### src/hw/asr_consts.vh
// Purpose: Constants for the alarm and general status register bank
// Assumes: Register addresses are 8-bit register indexes of the serial port
// Notes: Included by the status bank module
`ifndef ASR_CONSTS_VH
`define ASR_CONSTS_VH
`define ASR_ADDR_ALARM 8'h1E
`define ASR_ADDR_GENERAL 8'h1F
`define ASR_RESET_WORD 16'h0000
`define ASR_ZERO_WORD 16'h0000
`define ASR_ZERO_NIBBLE 4'h0
`define ASR_ZERO_CHAN 4'h0
`define ASR_ZERO_BIT 1'h0
`define ASR_ONE_BIT 1'h1
// Alarm word positions
`define ASR_A_OUT4 15
`define ASR_A_OUT3 14
`define ASR_A_OUT2 13
`define ASR_A_OUT1 12
`define ASR_A_RSVD 11
`define ASR_A_NEG 10
`define ASR_A_R2_HI 9
`define ASR_A_R2_LO 8
`define ASR_A_R1_HI 7
`define ASR_A_R1_LO 6
`define ASR_A_LT_HI 5
`define ASR_A_LT_LO 4
`define ASR_A_CH_MSB 3
`define ASR_A_CH_LSB 0
// General word positions
`define ASR_G_ANY 15
`define ASR_G_READY 14
`define ASR_G_DAV_MSB 13
`define ASR_G_DAV_LSB 8
`define ASR_G_RSVD_MSB 7
`define ASR_G_RSVD_LSB 4
`define ASR_G_SLEEP2 3
`define ASR_G_SLEEP1 2
`define ASR_G_AMP 1
`define ASR_G_GLOBAL 0
`endif

### src/hw/asr_sync.v
// Purpose: Two-flop synchroniser for a bus of pin levels
// Assumes: Inputs are asynchronous to CLK
// Notes: First stage is read only by the second stage
`timescale 1ns/1ps
`default_nettype none
module asr_sync #(
  parameter WIDTH = 3
) (
  input wire CLK,
  input wire RESET_N,
  input wire [WIDTH-1:0] D,
  output reg [WIDTH-1:0] Q
);
  reg [WIDTH-1:0] meta;
  always @(posedge CLK or negedge RESET_N) begin
    if (!RESET_N) begin
      meta <= {WIDTH{1'b0}};
      Q <= {WIDTH{1'b0}};
    end else begin
      meta <= D;
      Q <= meta;
    end
  end
endmodule // asr_sync
`default_nettype wire

### src/hw/asr_status_bank.v
// Purpose: Alarm status and general status read-only registers
// Assumes: Conversion results arrive with one-cycle update strobes
// Notes: Registers read at index 0x1E and 0x1F; other reads return zero
// Function
// (RULE1) Outputs 4,3 over pair B limit set 15,14
// (RULE2) Outputs 2,1 over pair A limit set 13,12
// (RULE3) Alarm bit 11 reads zero
// (RULE4) Negative supply out of range sets bit 10
// (RULE5) Remote sensors high/low set bits 9..6
// (RULE6) Disabled remote sensor forces its alarms zero
// (RULE7) Local temperature high bit 5, low 4
// (RULE8) Disabled local sensor holds alarms zero
// (RULE9) Channel alarms bits 3..0, source per mode
// (RULE10) Alarm word read-only at 0x1E, resets zero
// (RULE11) General word read-only at 0x1F, resets zero
// (RULE12) General upper byte holds ready flags
// (RULE13) Lower byte: zeros, pin levels, global alarm
// (RULE14) ADC ready only when idle awaiting trigger
// (RULE15) Amp enable bit is one when on
// (RULE16) Select bit picks internal inputs or sense
// (RULE17) Alarms follow latest compare; reads are harmless
`timescale 1ns/1ps
`default_nettype none
`include "asr_consts.vh"
module asr_status_bank #(
  parameter DW = 12,
  parameter CH = 4
) (
  input wire CLK,
  input wire RESET_N,
  input wire [7:0] RD_ADDR,
  output reg [15:0] RD_DATA,
  input wire [DW-1:0] OUT1_CODE,
  input wire [DW-1:0] OUT2_CODE,
  input wire [DW-1:0] OUT3_CODE,
  input wire [DW-1:0] OUT4_CODE,
  input wire [DW-1:0] PAIR_A_UPPER_LIMIT,
  input wire [DW-1:0] PAIR_B_UPPER_LIMIT,
  input wire OUT_CODES_UPDATE,
  input wire NEG_SUPPLY_FAULT,
  input wire NEG_SUPPLY_UPDATE,
  input wire [DW-1:0] LOCAL_TEMP,
  input wire [DW-1:0] LOCAL_HIGH,
  input wire [DW-1:0] LOCAL_LOW,
  input wire LOCAL_ENABLE,
  input wire LOCAL_UPDATE,
  input wire [DW-1:0] REMOTE_ONE_TEMP,
  input wire [DW-1:0] REMOTE_ONE_HIGH,
  input wire [DW-1:0] REMOTE_ONE_LOW,
  input wire REMOTE_ONE_ENABLE,
  input wire REMOTE_ONE_UPDATE,
  input wire [DW-1:0] REMOTE_TWO_TEMP,
  input wire [DW-1:0] REMOTE_TWO_HIGH,
  input wire [DW-1:0] REMOTE_TWO_LOW,
  input wire REMOTE_TWO_ENABLE,
  input wire REMOTE_TWO_UPDATE,
  input wire [CH*DW-1:0] INTERNAL_VALUES,
  input wire [CH*DW-1:0] SENSE_VALUES,
  input wire [CH*DW-1:0] CHAN_HIGH,
  input wire [CH*DW-1:0] CHAN_LOW,
  input wire [CH-1:0] CHAN_UPDATE,
  input wire COMPARE_SOURCE_SELECT,
  input wire [5:0] READY_FLAGS,
  input wire ADC_IDLE,
  input wire CONFIG_BUSY,
  input wire [CH-1:0] ALARM_ENABLE,
  input wire [11:0] OTHER_ALARM_ENABLE,
  input wire SLEEP_PIN_ONE,
  input wire SLEEP_PIN_TWO,
  input wire AMP_ENABLE_PIN,
  output wire [15:0] ALARM_FLAGS,
  output wire [15:0] GENERAL_FLAGS
);
  ////////////////////////////////////////////////////////////////////////
  // Range compare used by the channel alarms
  function out_of_range;
    input [DW-1:0] value;
    input [DW-1:0] high;
    input [DW-1:0] low;
    begin
      out_of_range = (value > high) || (value < low);
    end
  endfunction

  reg out4_over_limit, out3_over_limit, out2_over_limit, out1_over_limit;
  reg neg_supply_fault;
  reg remote_two_over_temp, remote_two_under_temp;
  reg remote_one_over_temp, remote_one_under_temp;
  reg local_over_temp, local_under_temp;
  reg [CH-1:0] chan_range_fault;
  reg [5:0] ready_flags;
  reg adc_ready;
  wire [2:0] pins_sync;
  wire sleep_pin_one_level = pins_sync[0];
  wire sleep_pin_two_level = pins_sync[1];
  wire amp_enable_pin_level = pins_sync[2];

  asr_sync #(.WIDTH(3)) u_pin_sync (
    .CLK(CLK),
    .RESET_N(RESET_N),
    .D({AMP_ENABLE_PIN, SLEEP_PIN_TWO, SLEEP_PIN_ONE}),
    .Q(pins_sync)
  );

  ////////////////////////////////////////////////////////////////////////
  // Output limit and supply alarms
  always @(posedge CLK or negedge RESET_N) begin
    if (!RESET_N) begin
      out4_over_limit <= `ASR_ZERO_BIT;
      out3_over_limit <= `ASR_ZERO_BIT;
      out2_over_limit <= `ASR_ZERO_BIT;
      out1_over_limit <= `ASR_ZERO_BIT;
      neg_supply_fault <= `ASR_ZERO_BIT;
    end else begin
      if (OUT_CODES_UPDATE) begin
        out4_over_limit <= OUT4_CODE > PAIR_B_UPPER_LIMIT; // [RULE1] [RULE17]
        out3_over_limit <= OUT3_CODE > PAIR_B_UPPER_LIMIT; // [RULE1]
        out2_over_limit <= OUT2_CODE > PAIR_A_UPPER_LIMIT; // [RULE2]
        out1_over_limit <= OUT1_CODE > PAIR_A_UPPER_LIMIT; // [RULE2]
      end
      if (NEG_SUPPLY_UPDATE) begin
        neg_supply_fault <= NEG_SUPPLY_FAULT; // [RULE4]
      end
    end
  end

  ////////////////////////////////////////////////////////////////////////
  // Temperature alarms
  always @(posedge CLK or negedge RESET_N) begin
    if (!RESET_N) begin
      remote_two_over_temp <= `ASR_ZERO_BIT;
      remote_two_under_temp <= `ASR_ZERO_BIT;
      remote_one_over_temp <= `ASR_ZERO_BIT;
      remote_one_under_temp <= `ASR_ZERO_BIT;
      local_over_temp <= `ASR_ZERO_BIT;
      local_under_temp <= `ASR_ZERO_BIT;
    end else begin
      if (!REMOTE_TWO_ENABLE) begin
        remote_two_over_temp <= `ASR_ZERO_BIT; // [RULE6]
        remote_two_under_temp <= `ASR_ZERO_BIT; // [RULE6]
      end else if (REMOTE_TWO_UPDATE) begin
        remote_two_over_temp <= REMOTE_TWO_TEMP > REMOTE_TWO_HIGH; // [RULE5] [RULE17]
        remote_two_under_temp <= REMOTE_TWO_TEMP < REMOTE_TWO_LOW; // [RULE5]
      end
      if (!REMOTE_ONE_ENABLE) begin
        remote_one_over_temp <= `ASR_ZERO_BIT; // [RULE6]
        remote_one_under_temp <= `ASR_ZERO_BIT; // [RULE6]
      end else if (REMOTE_ONE_UPDATE) begin
        remote_one_over_temp <= REMOTE_ONE_TEMP > REMOTE_ONE_HIGH; // [RULE5]
        remote_one_under_temp <= REMOTE_ONE_TEMP < REMOTE_ONE_LOW; // [RULE5]
      end
      if (!LOCAL_ENABLE) begin
        local_over_temp <= `ASR_ZERO_BIT; // [RULE8]
        local_under_temp <= `ASR_ZERO_BIT; // [RULE8]
      end else if (LOCAL_UPDATE) begin
        local_over_temp <= LOCAL_TEMP > LOCAL_HIGH; // [RULE7]
        local_under_temp <= LOCAL_TEMP < LOCAL_LOW; // [RULE7]
      end
    end
  end

  ////////////////////////////////////////////////////////////////////////
  // Channel alarms, one per channel
  genvar gi;
  generate
    for (gi = 0; gi < CH; gi = gi + 1) begin : g_chan
      wire [DW-1:0] src = COMPARE_SOURCE_SELECT ? SENSE_VALUES[gi*DW +: DW] :
        INTERNAL_VALUES[gi*DW +: DW]; // [RULE16] [RULE9]
      always @(posedge CLK or negedge RESET_N) begin
        if (!RESET_N) begin
          chan_range_fault[gi] <= `ASR_ZERO_BIT;
        end else if (CHAN_UPDATE[gi]) begin
          chan_range_fault[gi] <= out_of_range(src, CHAN_HIGH[gi*DW +: DW],
            CHAN_LOW[gi*DW +: DW]); // [RULE9] [RULE17]
        end
      end
    end
  endgenerate

  ////////////////////////////////////////////////////////////////////////
  // Ready flags and converter readiness
  always @(posedge CLK or negedge RESET_N) begin
    if (!RESET_N) begin
      ready_flags <= {6{`ASR_ZERO_BIT}};
      adc_ready <= `ASR_ZERO_BIT;
    end else begin
      ready_flags <= READY_FLAGS; // [RULE12]
      adc_ready <= ADC_IDLE && !CONFIG_BUSY; // [RULE14]
    end
  end

  ////////////////////////////////////////////////////////////////////////
  // Word assembly
  wire [15:0] alarm_word;
  assign alarm_word[`ASR_A_OUT4] = out4_over_limit; // [RULE1]
  assign alarm_word[`ASR_A_OUT3] = out3_over_limit;
  assign alarm_word[`ASR_A_OUT2] = out2_over_limit; // [RULE2]
  assign alarm_word[`ASR_A_OUT1] = out1_over_limit;
  assign alarm_word[`ASR_A_RSVD] = `ASR_ZERO_BIT; // [RULE3]
  assign alarm_word[`ASR_A_NEG] = neg_supply_fault; // [RULE4]
  assign alarm_word[`ASR_A_R2_HI] = remote_two_over_temp; // [RULE5]
  assign alarm_word[`ASR_A_R2_LO] = remote_two_under_temp;
  assign alarm_word[`ASR_A_R1_HI] = remote_one_over_temp;
  assign alarm_word[`ASR_A_R1_LO] = remote_one_under_temp;
  assign alarm_word[`ASR_A_LT_HI] = local_over_temp; // [RULE7]
  assign alarm_word[`ASR_A_LT_LO] = local_under_temp;
  assign alarm_word[`ASR_A_CH_MSB:`ASR_A_CH_LSB] = chan_range_fault; // [RULE9]

  wire global_fault_summary = |(alarm_word & {OTHER_ALARM_ENABLE, ALARM_ENABLE});
  wire any_result_ready = |ready_flags;

  wire [15:0] general_word;
  assign general_word[`ASR_G_ANY] = any_result_ready; // [RULE12]
  assign general_word[`ASR_G_READY] = adc_ready; // [RULE14]
  assign general_word[`ASR_G_DAV_MSB:`ASR_G_DAV_LSB] = ready_flags; // [RULE12]
  assign general_word[`ASR_G_RSVD_MSB:`ASR_G_RSVD_LSB] = `ASR_ZERO_NIBBLE; // [RULE13]
  assign general_word[`ASR_G_SLEEP2] = sleep_pin_two_level; // [RULE13]
  assign general_word[`ASR_G_SLEEP1] = sleep_pin_one_level;
  assign general_word[`ASR_G_AMP] = amp_enable_pin_level; // [RULE15]
  assign general_word[`ASR_G_GLOBAL] = global_fault_summary; // [RULE13]

  assign ALARM_FLAGS = alarm_word;
  assign GENERAL_FLAGS = general_word;

  ////////////////////////////////////////////////////////////////////////
  // Read port, no side effects
  reg [15:0] next_rd_data;
  always @* begin
    if (RD_ADDR == `ASR_ADDR_ALARM) begin
      next_rd_data = alarm_word; // [RULE10] [RULE17]
    end else if (RD_ADDR == `ASR_ADDR_GENERAL) begin
      next_rd_data = general_word; // [RULE11]
    end else begin
      next_rd_data = `ASR_ZERO_WORD;
    end
  end

  always @(posedge CLK or negedge RESET_N) begin
    if (!RESET_N) begin
      RD_DATA <= `ASR_RESET_WORD; // [RULE10] [RULE11]
    end else begin
      RD_DATA <= next_rd_data;
    end
  end
endmodule // asr_status_bank
`default_nettype wire

### config.mk
export PLATFORM = sky130hd
export DESIGN_NAME = asr_status_bank
export DESIGN_NICKNAME = d
export VERILOG_FILES = /design/src/hw/asr_sync.v /design/src/hw/asr_status_bank.v
export VERILOG_INCLUDE_DIRS = /design/src /design/src/hw
export SDC_FILE = /design/constraint.sdc
export NUM_CORES = 1
export LEC_CHECK = 0
export BUFFER_PORTS_ARGS = -buffer_cell sky130_fd_sc_hd__buf_2
export CAP_MARGIN = 10
export CORE_AREA = 2 2 181 183
export CTS_CLUSTER_SIZE = 20
export DETAILED_ROUTE_END_ITERATION = 8
export DIE_AREA = 0 0 183 185
export PLACE_DENSITY = 0.51
export RECOVER_POWER = 25
export SLEW_MARGIN = 10
export SYNTH_ARGS = -nofsm -noshare
export SYNTH_HDL_FRONTEND = slang
export SYNTH_SLANG_ARGS = --single-unit
### constraint.sdc
create_clock -name CLK -period 1.4 [get_ports CLK]
set_input_delay 0.35 -clock CLK [delete_from_list [all_inputs] [get_ports CLK]]
set_output_delay 0.35 -clock CLK [all_outputs]
set_load 0.02 [all_outputs]
After elaboration in Yosys (flattened, before gate mapping)
Cells that the tools add are included.
{"block": "totals", "reg_bits": 44, "ramBits": 0, "latchBits": 0, "in_bits": 423, "mem_count": 0, "mem_bits_ro": 0, "elab_cells": 70}
{"block": "op_classes", "n_shift": 0, "eq_ne": 5, "bitwise": 1, "mux": 18, "div_mod_pow": 0, "n_lt_le_gt_ge": 18, "reduce_logical": 8, "add_sub_neg": 0, "multipliers": 0}
{"cell": "$gt A12 B12 Y1", "count": 11}
{"cell": "$lt A12 B12 Y1", "count": 7}
{"cell": "$mux W12", "count": 4}
{"cell": "$mux W16", "count": 2}
{"cell": "$and A16 B16 Y16", "count": 1}
{"cell": "$eq A8 B5 Y1 const B", "count": 2}
{"cell": "$reduce_or A16 Y1", "count": 1}
{"cell": "$mux W1", "count": 12}
{"cell": "$ne A2 B1 Y1 const B", "count": 3}
{"cell": "$reduce_or A6 Y1", "count": 1}
{"cell": "$logic_or A1 B1 Y1", "count": 4}
{"cell": "$logic_and A1 B1 Y1", "count": 1}
{"cell": "$logic_not A1 Y1", "count": 1}

Longest topological paths before layout
Gate-level depths: netlist of run 1.
{"block": "depth", "depth_word": 4, "mapped_depth": 9, "mapped_depth_nobuf": 7}

Modules after synthesis
From an unflattened synthesis of run 1, not the netlist that was laid out.
{"block": "hier_totals", "hier_cells": 880, "hier_area_um2": 7405.9}
{"mod": "asr_status_bank", "instances": 1, "area_per_inst_um2": 7255.7, "cells_per_inst": 874}
{"mod": "asr_sync", "instances": 1, "area_per_inst_um2": 150.1, "cells_per_inst": 6}

Worst setup path after synthesis of run 1
Ideal clock, no wire load.
{"block": "synth_timing", "kind": "input to register", "startpoint": "input COMPARE_SOURCE_SELECT", "endpoint": "register chan_range_fault[2], in the netlist ALARM_FLAGS[2]", "setup_ps": 140, "slack_ps": -882, "arrival_time_ps": 2142, "path_stages": 9, "n_path_buf": 2, "path_cell_list": "buf_4 -> buf_2 -> mux2_2 -> ha_1 -> a211o_1 -> a21oi_1 -> o211ai_1 -> o211ai_1 -> o211ai_1"}
{"block": "synth_between", "elab_chain_len": 3, "word_cells_on_any_way": 4, "classes_between": "2 x order compare; 1 x mux; 1 x reduce/logical"}
{"element": "start: declaration", "line_no": "asr_status_bank.v:62", "rtl": "input wire COMPARE_SOURCE_SELECT,"}
{"element": "$mux W12 *", "line_no": "asr_status_bank.v:167", "rtl": "wire [DW-1:0] src = COMPARE_SOURCE_SELECT ? SENSE_VALUES[gi*DW +: DW] :"}
{"element": "$gt A12 B12 Y1 / $lt A12 B12 Y1 (equally long branches)", "line_no": "asr_status_bank.v:81", "rtl": "out_of_range = (value > high) || (value < low);"}
{"element": "$logic_or A1 B1 Y1 *", "line_no": "asr_status_bank.v:81"}
{"element": "end signal: indexed assignment", "line_no": "asr_status_bank.v:171", "rtl": "chan_range_fault[gi] <= `ASR_ZERO_BIT;"}
{"element": "end signal: indexed assignment", "line_no": "asr_status_bank.v:173", "rtl": "chan_range_fault[gi] <= out_of_range(src, CHAN_HIGH[gi*DW +: DW],"}
{"element": "end: declaration", "line_no": "asr_status_bank.v:90", "rtl": "reg [CH-1:0] chan_range_fault;"}
Mark *: on every way between the ends. The rest lies on a longest branch, timed or not.
A chain may end at the register's enable or synchronous reset.

Final worst setup path of run 1
{"block": "layout_timing", "startpoint": "register remote_one_over_temp", "endpoint": "output GENERAL_FLAGS[0]"}
{"block": "layout_between", "elab_chain_len": 2}
{"element": "start: declaration", "line_no": "asr_status_bank.v:88", "rtl": "reg remote_one_over_temp, remote_one_under_temp;"}
{"element": "start signal: assignment", "line_no": "asr_status_bank.v:133", "rtl": "remote_one_over_temp <= `ASR_ZERO_BIT;"}
{"element": "start signal: assignment", "line_no": "asr_status_bank.v:146", "rtl": "remote_one_over_temp <= `ASR_ZERO_BIT;"}
{"element": "start signal: assignment", "line_no": "asr_status_bank.v:149", "rtl": "remote_one_over_temp <= REMOTE_ONE_TEMP > REMOTE_ONE_HIGH;"}
{"element": "$and A16 B16 Y16", "line_no": "asr_status_bank.v:209", "rtl": "wire global_fault_summary = |(alarm_word & {OTHER_ALARM_ENABLE, ALARM_ENABLE});"}
{"element": "$reduce_or A16 Y1", "line_no": "asr_status_bank.v:209"}
{"element": "end: declaration", "line_no": "asr_status_bank.v:72", "rtl": "output wire [15:0] GENERAL_FLAGS"}
Every way passes these cells.

==> results.toml, run 1 <==
[global_route]
met2_usage = 0.336
use_met3 = 0.0360
busiest_layer = "met2"
grt_usage = 0.175
gr-total-overflow = 0
antenna_found_initial = 5
grt_pass1_vias = 8486
grt_start_max_net_pins = 45
grt_util_met1 = 0.199
grt_pass1_wl_um = 45300

[worst_setup_path]
end_kind = "output port"
cp-start-kind = "flip-flop"
cp_max_fo = 2
crit_type = "reg -> out"
r2r_start = "remote_one_over_temp"
cp-startpoint = "remote_one_over_temp"
required_ns = 1.05
arrival_ns = 1.60

[timing]
slew_headroom = 0.245
setup_viol = 11
setup_ws_ns = -0.546
min_period_ns = 1.95
tightestPinTransition_ns = 1.13
fmax_mhz = 514
fin_crit_sh = 1.39
rsz0062_at_grt = "yes"
hold_violations = 0
maxSlewViolCount = 0
finalClockSkew_ns = 0.00806

[route]
postRouteAntennaNets = 0
wl_per_cell_um = 17.2
drt_first_pass_iters = 4
drt-vias-per-instance = 4.49
drc = 0
drtIter0Drc = 176
via_count = 8250
drt_wl_total_um = 31600

[floorplan]
die_w_um = 183
core_region_area_um2 = 32000
io_pins = 471
die-area_um2 = 33900
row_count = 66
start_util = 0.231
die_h_um = 185

[power]
p_total_mw = 6.76
ir_drop_mv = 0.374
power.leakage_nw = 6.83
powerDensity_nw_per_um2 = 562

[outcome]
violations = "setup timing"
status = "finished, violations left"

[place]
numPortBuffers = 464
placed_cell_area_um2 = 10900
dp_hpwl_um = 28000
gp_congestion = 0.897

[worst_hold_path]
hold_path_class = "in -> reg"
min-delay-start = "SLEEP_PIN_ONE"

[synthesis]
ys_warn_count = 0
synth_ff_type = "dfrtp_1"
synth_area_um2 = 7410
synth_top_cell_area_share = 0.353
synth_cell_types = 51
synthXorXnorAreaFrac = 0
synthTopCellsByArea = "ha_1 35%, dfrtp_1 15%, inv_1 9.8%"
ys_ff_latch = 44
seq_area_frac_synth = 0.149
synth_simple_gate_area_frac = 0.114
synth_mux_area_frac = 0.0873
synthCells = 880
avgSynthCellArea_um2 = 8.42
synth_top_cell_by_area = "ha_1"
synth_top_family_by_area = "adder cells"
synthAdderAreaFrac = 0.353
synth_edf_count = 0
async_reset_ff_frac = 1.00
synth_compound_area_frac = 0.174

[clocking]
cts_tree = "done"
ctsHtreeMaxLevel = 2
postCtsHoldBufs = 0
cts_root_buf = "clkbuf_16"
cts.sinks = 44
cts_buffers = 5
clk-insertion-delay-late_ns = 0.30
cts.clk_slew.worst_paths_ns = 0.07
cts_buffer_depth = 2

[finish]
drive_gt1_frac = 0.487
multi_input_comb_area_um2 = 6080
final_area_um2 = 12000
syn2layout_area_growth_pct = 62.3
num_antenna_cells = 0
fillCellCount = 3350
fin_util = 0.375
nets = 2059
regArea_um2 = 1110

[job]
drv_cap = 0
[layout make-up]
type	instances	share of cell area
Multi-Input combinational cell	619	0.505
Clock buffer	5	0.0104
Sequential cell	44	0.0923
Timing Repair Buffer	564	0.280
Clock inverter	3	0.00749
Inverter	193	0.0625
Tap cell	408	0.0424
[path summary, 6_finish.rpt]
path	cells after the start	endpoint	slack, ns
setup / recovery	4	GENERAL_FLAGS[0]	-0.55
hold / removal	1	u_pin_sync.meta[0]	0.15
setup reg to reg	8	RD_DATA[0]	-0.40
hold reg to reg	0	u_pin_sync.Q[1]	0.35
max in group asynchronous	2	out4_over_limit	0.26
min in group asynchronous	2	RD_DATA[15]	0.37
[what timing repair did]
item | in CTS | in global routing
hold endpoints to repair | 0 | 0
setup buffers | 13 | 4
gates resized for setup | 78 | 69
cloned | 2 | 0
pin swaps | 35 | 41
endpoints found under the setup margin | 17 | 34
[Yosys cell counts, drive strengths merged, types with 2 or more instances]
master and n:
and2 6, nand3 11, buf 25, a21oi 59, nand2 18, mux2 45, o41ai 2, a221o 2
nor3b 3, a2111oi 3, nor4 3, nor2 27, nor2b 22, dfrtp 44, inv 193, o21a 14
and4 9, a22o 2, nand2b 6, or2 2, o21ai 33, a22oi 2, mux2i 14, nand4b 3
a211oi 10, a32o 2, a211o 3, a221oi 6, nor3 4, a31oi 4, clkbuf 3, o2111a 2
nand4 30, a21boi 3, ha 209, o211ai 19, o2111ai 3, a21o 22, and3 4
[critical path, stage by stage (launching register included)]
cell and delay, ns:
dfrtp_1 0.40, a222oi_1 0.38, and3_1 0.27, nand3_2 0.10, buf_6 0.15
[per-layer routing]
metal  wire length [um]  share of wire  vias to the layer above
met5                 60         0.0019                        -
met4                539          0.017                       10
met3               2100          0.066                       37
met2              16200           0.51                      310
met1              12700           0.40                     3693
li1                   -              -                     4200
[cell usage in the layout (no fill, tap or decap), types with 5 or more instances in the layout]
cell       netlist  routed
a21oi_1         59      53
mux2_2          45      27
a211oi_2         0       5
o21ai_0         32      22
nand2b_1         6       6
dfrtp_2          0       7
a221oi_2         0       5
o21a_1          14      14
dfrtp_1         44      37
buf_6            0      26
a211oi_1        10       5
mux2i_1         14      14
a21oi_2          0       6
conb_1           1       5
nand3_1         11       9
nand4_1         30      30
and4_1           9       8
and2_1           6       5
nor2b_1         22      22
mux2_4           0      18
o211ai_1        19      19
nand2_1         18      18
ha_1           209     180
o21ai_1          1       8
ha_4             0      27
clkbuf_16        0       5
inv_1          193     189
a21o_1          22      22
nor2_1          27      27
buf_2            5     446
buf_4           20      80
[report_power, final]
group	internal [mW]	total, mW	switching, mW
Clock	1.21	1.77	0.567
Sequential	1.35	1.43	0.0807
Combinational	1.86	3.55	1.69
[sequential cells by signal, indices dropped and copies added, names as in the netlist, 3 cells and up]
signal / cells
u_pin_sync.meta: 3
ALARM_FLAGS: 4
RD_DATA: 16
u_pin_sync.Q: 3
ready_flags: 6
[cells by family (layout without fill, tap and decap cells)]
family,count (synthesis),after routing
fa+ha+maj,209,209
buf+inv,221,765
simple gates,150,150
compound gates,196,196
flops,44,44
other cells,1,5
mux,59,59
[through the flow]
step / hold slack (ns) / instances / worst slack, ns / setup TNS (ns)
final: 0.152 / 1836 / -0.546 / -3.13
after CTS: 0.0353 / 1833 / -0.581 / -3.17
after global routing: 0.137 / 1836 / -0.662 / -3.90
after floorplan: 0.0544 / 884 / -0.606 / -2.75
after global placement: 0.336 / 1811 / -0.866 / -9.74
after detailed placement: 0.335 / 1811 / -0.895 / -9.98
Note: power is estimated with default switching activity, not from simulation.
==> run 2: changes to the inputs <==
Settings changed: PLACE_DENSITY 0.51 to 0.49, SLEW_MARGIN 10 to not set.
Clock period 1.4 ns to 2 ns, I/O delays scaled along.
==> results.toml, run 2 (same netlist as run 1, synthesis figures left out) <==
[route]
via_count = 8047
postRouteAntennaNets = 0
drt-vias-per-instance = 4.52
wl_per_cell_um = 16.6
drt_first_pass_iters = 4
drtIter0Drc = 203
drt_wl_total_um = 29600
drc = 0

[finish]
fillCellCount = 3453
multi_input_comb_area_um2 = 5750
layout_commonest_cell = "buf_2"
drive_gt1_frac = 0.429
top_register = "RD_DATA"
fin_util = 0.344
layout.cells.non_filler = 1782
largest_reg_flops = 16
regArea_um2 = 1100
syn2layout_area_growth_pct = 48.8
layout_common_cells = "461 x buf_2, 195 x ha_1, 193 x inv_1"
final_area_um2 = 11000
nets = 2002

[global_route]
grt_usage = 0.166
grt_start_max_net_pins = 31
antenna_found_initial = 5
gr-total-overflow = 0
grt_pass1_wl_um = 43500
grt_pass1_vias = 8420

[worst_setup_path]
cp_max_fo = 2
end_kind = "output port"
required_ns = 1.50
reg2reg_depth = 8
crit_type = "reg -> out"
cp-start-kind = "flip-flop"
arrival_ns = 1.68

[worst_hold_path]
hold_path_class = "in -> async"

[floorplan]
core_region_area_um2 = 32000
die_h_um = 185
start_util = 0.231
io_pins = 471
die_w_um = 183
row_count = 66
die-area_um2 = 33900

[place]
dp_hpwl_um = 26800
numPortBuffers = 464
gp_congestion = 0.863
placed_cells = 1764
post-place-ws_ns = -0.481
placed_cell_area_um2 = 10500

[job]
drv_cap = 0

[timing]
finalClockSkew_ns = 0.00353
setup_ws_ns = -0.177
setup_viol = 4
fin_setup_tns_ns = -0.224
min_period_ns = 2.18
fin_crit_sh = 1.09
maxSlewViolCount = 0
rsz0062_at_grt = "yes"
slew_headroom = 0.407
hold_violations = 0
fmax_mhz = 459
tightestPinTransition_ns = 0.890
hold_ws_ns = 0.305

[clocking]
cts.clk_slew.worst_paths_ns = 0.06
postCtsHoldBufs = 0
clk-insertion-delay-late_ns = 0.29
ctsHtreeMaxLevel = 2
cts_root_buf = "clkbuf_16"
cts_buffer_depth = 2
cts_tree = "done"
cts_buffers = 5
cts.sinks = 44

[power]
power.leakage_nw = 6.43
p_total_mw = 4.00
ir_drop_mv = 0.216
powerDensity_nw_per_um2 = 363

[outcome]
status = "finished, violations left"
violations = "setup timing"
==> run 2: where the power goes <==
part	total (mW)	internal [mW]	switching, mW	leakage, nW
combinational	2.13	1.09	1.04	5.81
sequential	1.01	0.942	0.0673	0.559
clock	0.863	0.497	0.365	0.0691
total	4.00	2.53	1.48	6.43
==> run 2: worst paths after layout <==
| check | from | end | slack, ns |
|---|---|---|---|
| setup / recovery | remote_one_over_temp | GENERAL_FLAGS[0] | -0.18 |
| hold / removal | RESET_N | RD_DATA[13] | 0.31 |
| setup reg to reg | remote_one_over_temp | RD_DATA[0] | 0.22 |
| hold reg to reg | u_pin_sync.meta[2] | u_pin_sync.Q[2] | 0.35 |
| max in group asynchronous | RESET_N | u_pin_sync.meta[1] | 0.38 |
| min in group CLK | SLEEP_PIN_ONE | u_pin_sync.meta[0] | 0.31 |
==> run 2: final cells by class <==
cell class | instances | area share
diodes | 3 | 0.000681
multi-input cells | 619 | 0.521
well taps | 408 | 0.0463
flip-flops and latches | 44 | 0.0998
repair buffers | 507 | 0.253
clock buffers | 6 | 0.0126
clock inverters | 2 | 0.00136
inverters | 193 | 0.0657
==> run 2: metal layers <==
metal  global-route usage  vias up  routed length [um]
li1                     -     4081                   -
met1                0.185     3624               11700
met2                0.323      302               15400
met3               0.0332       34                1970
met4               0.0394        6                 491
met5                    0        -                  40
==> run 2: critical path: stages (launching register included) <==
cell      delay [ns]
dfrtp_1         0.38
a222oi_1        0.41
buf_4           0.18
and3_4          0.20
nand3_4         0.07
buf_6           0.15
==> run 2: timing repair <==
item                                    in CTS  in global routing
cloned                                       3                  1
gates resized for setup                     29                 21
endpoints found under the setup margin       5                  6
buffers inserted                             1                  3
pin swaps                                   10                 19
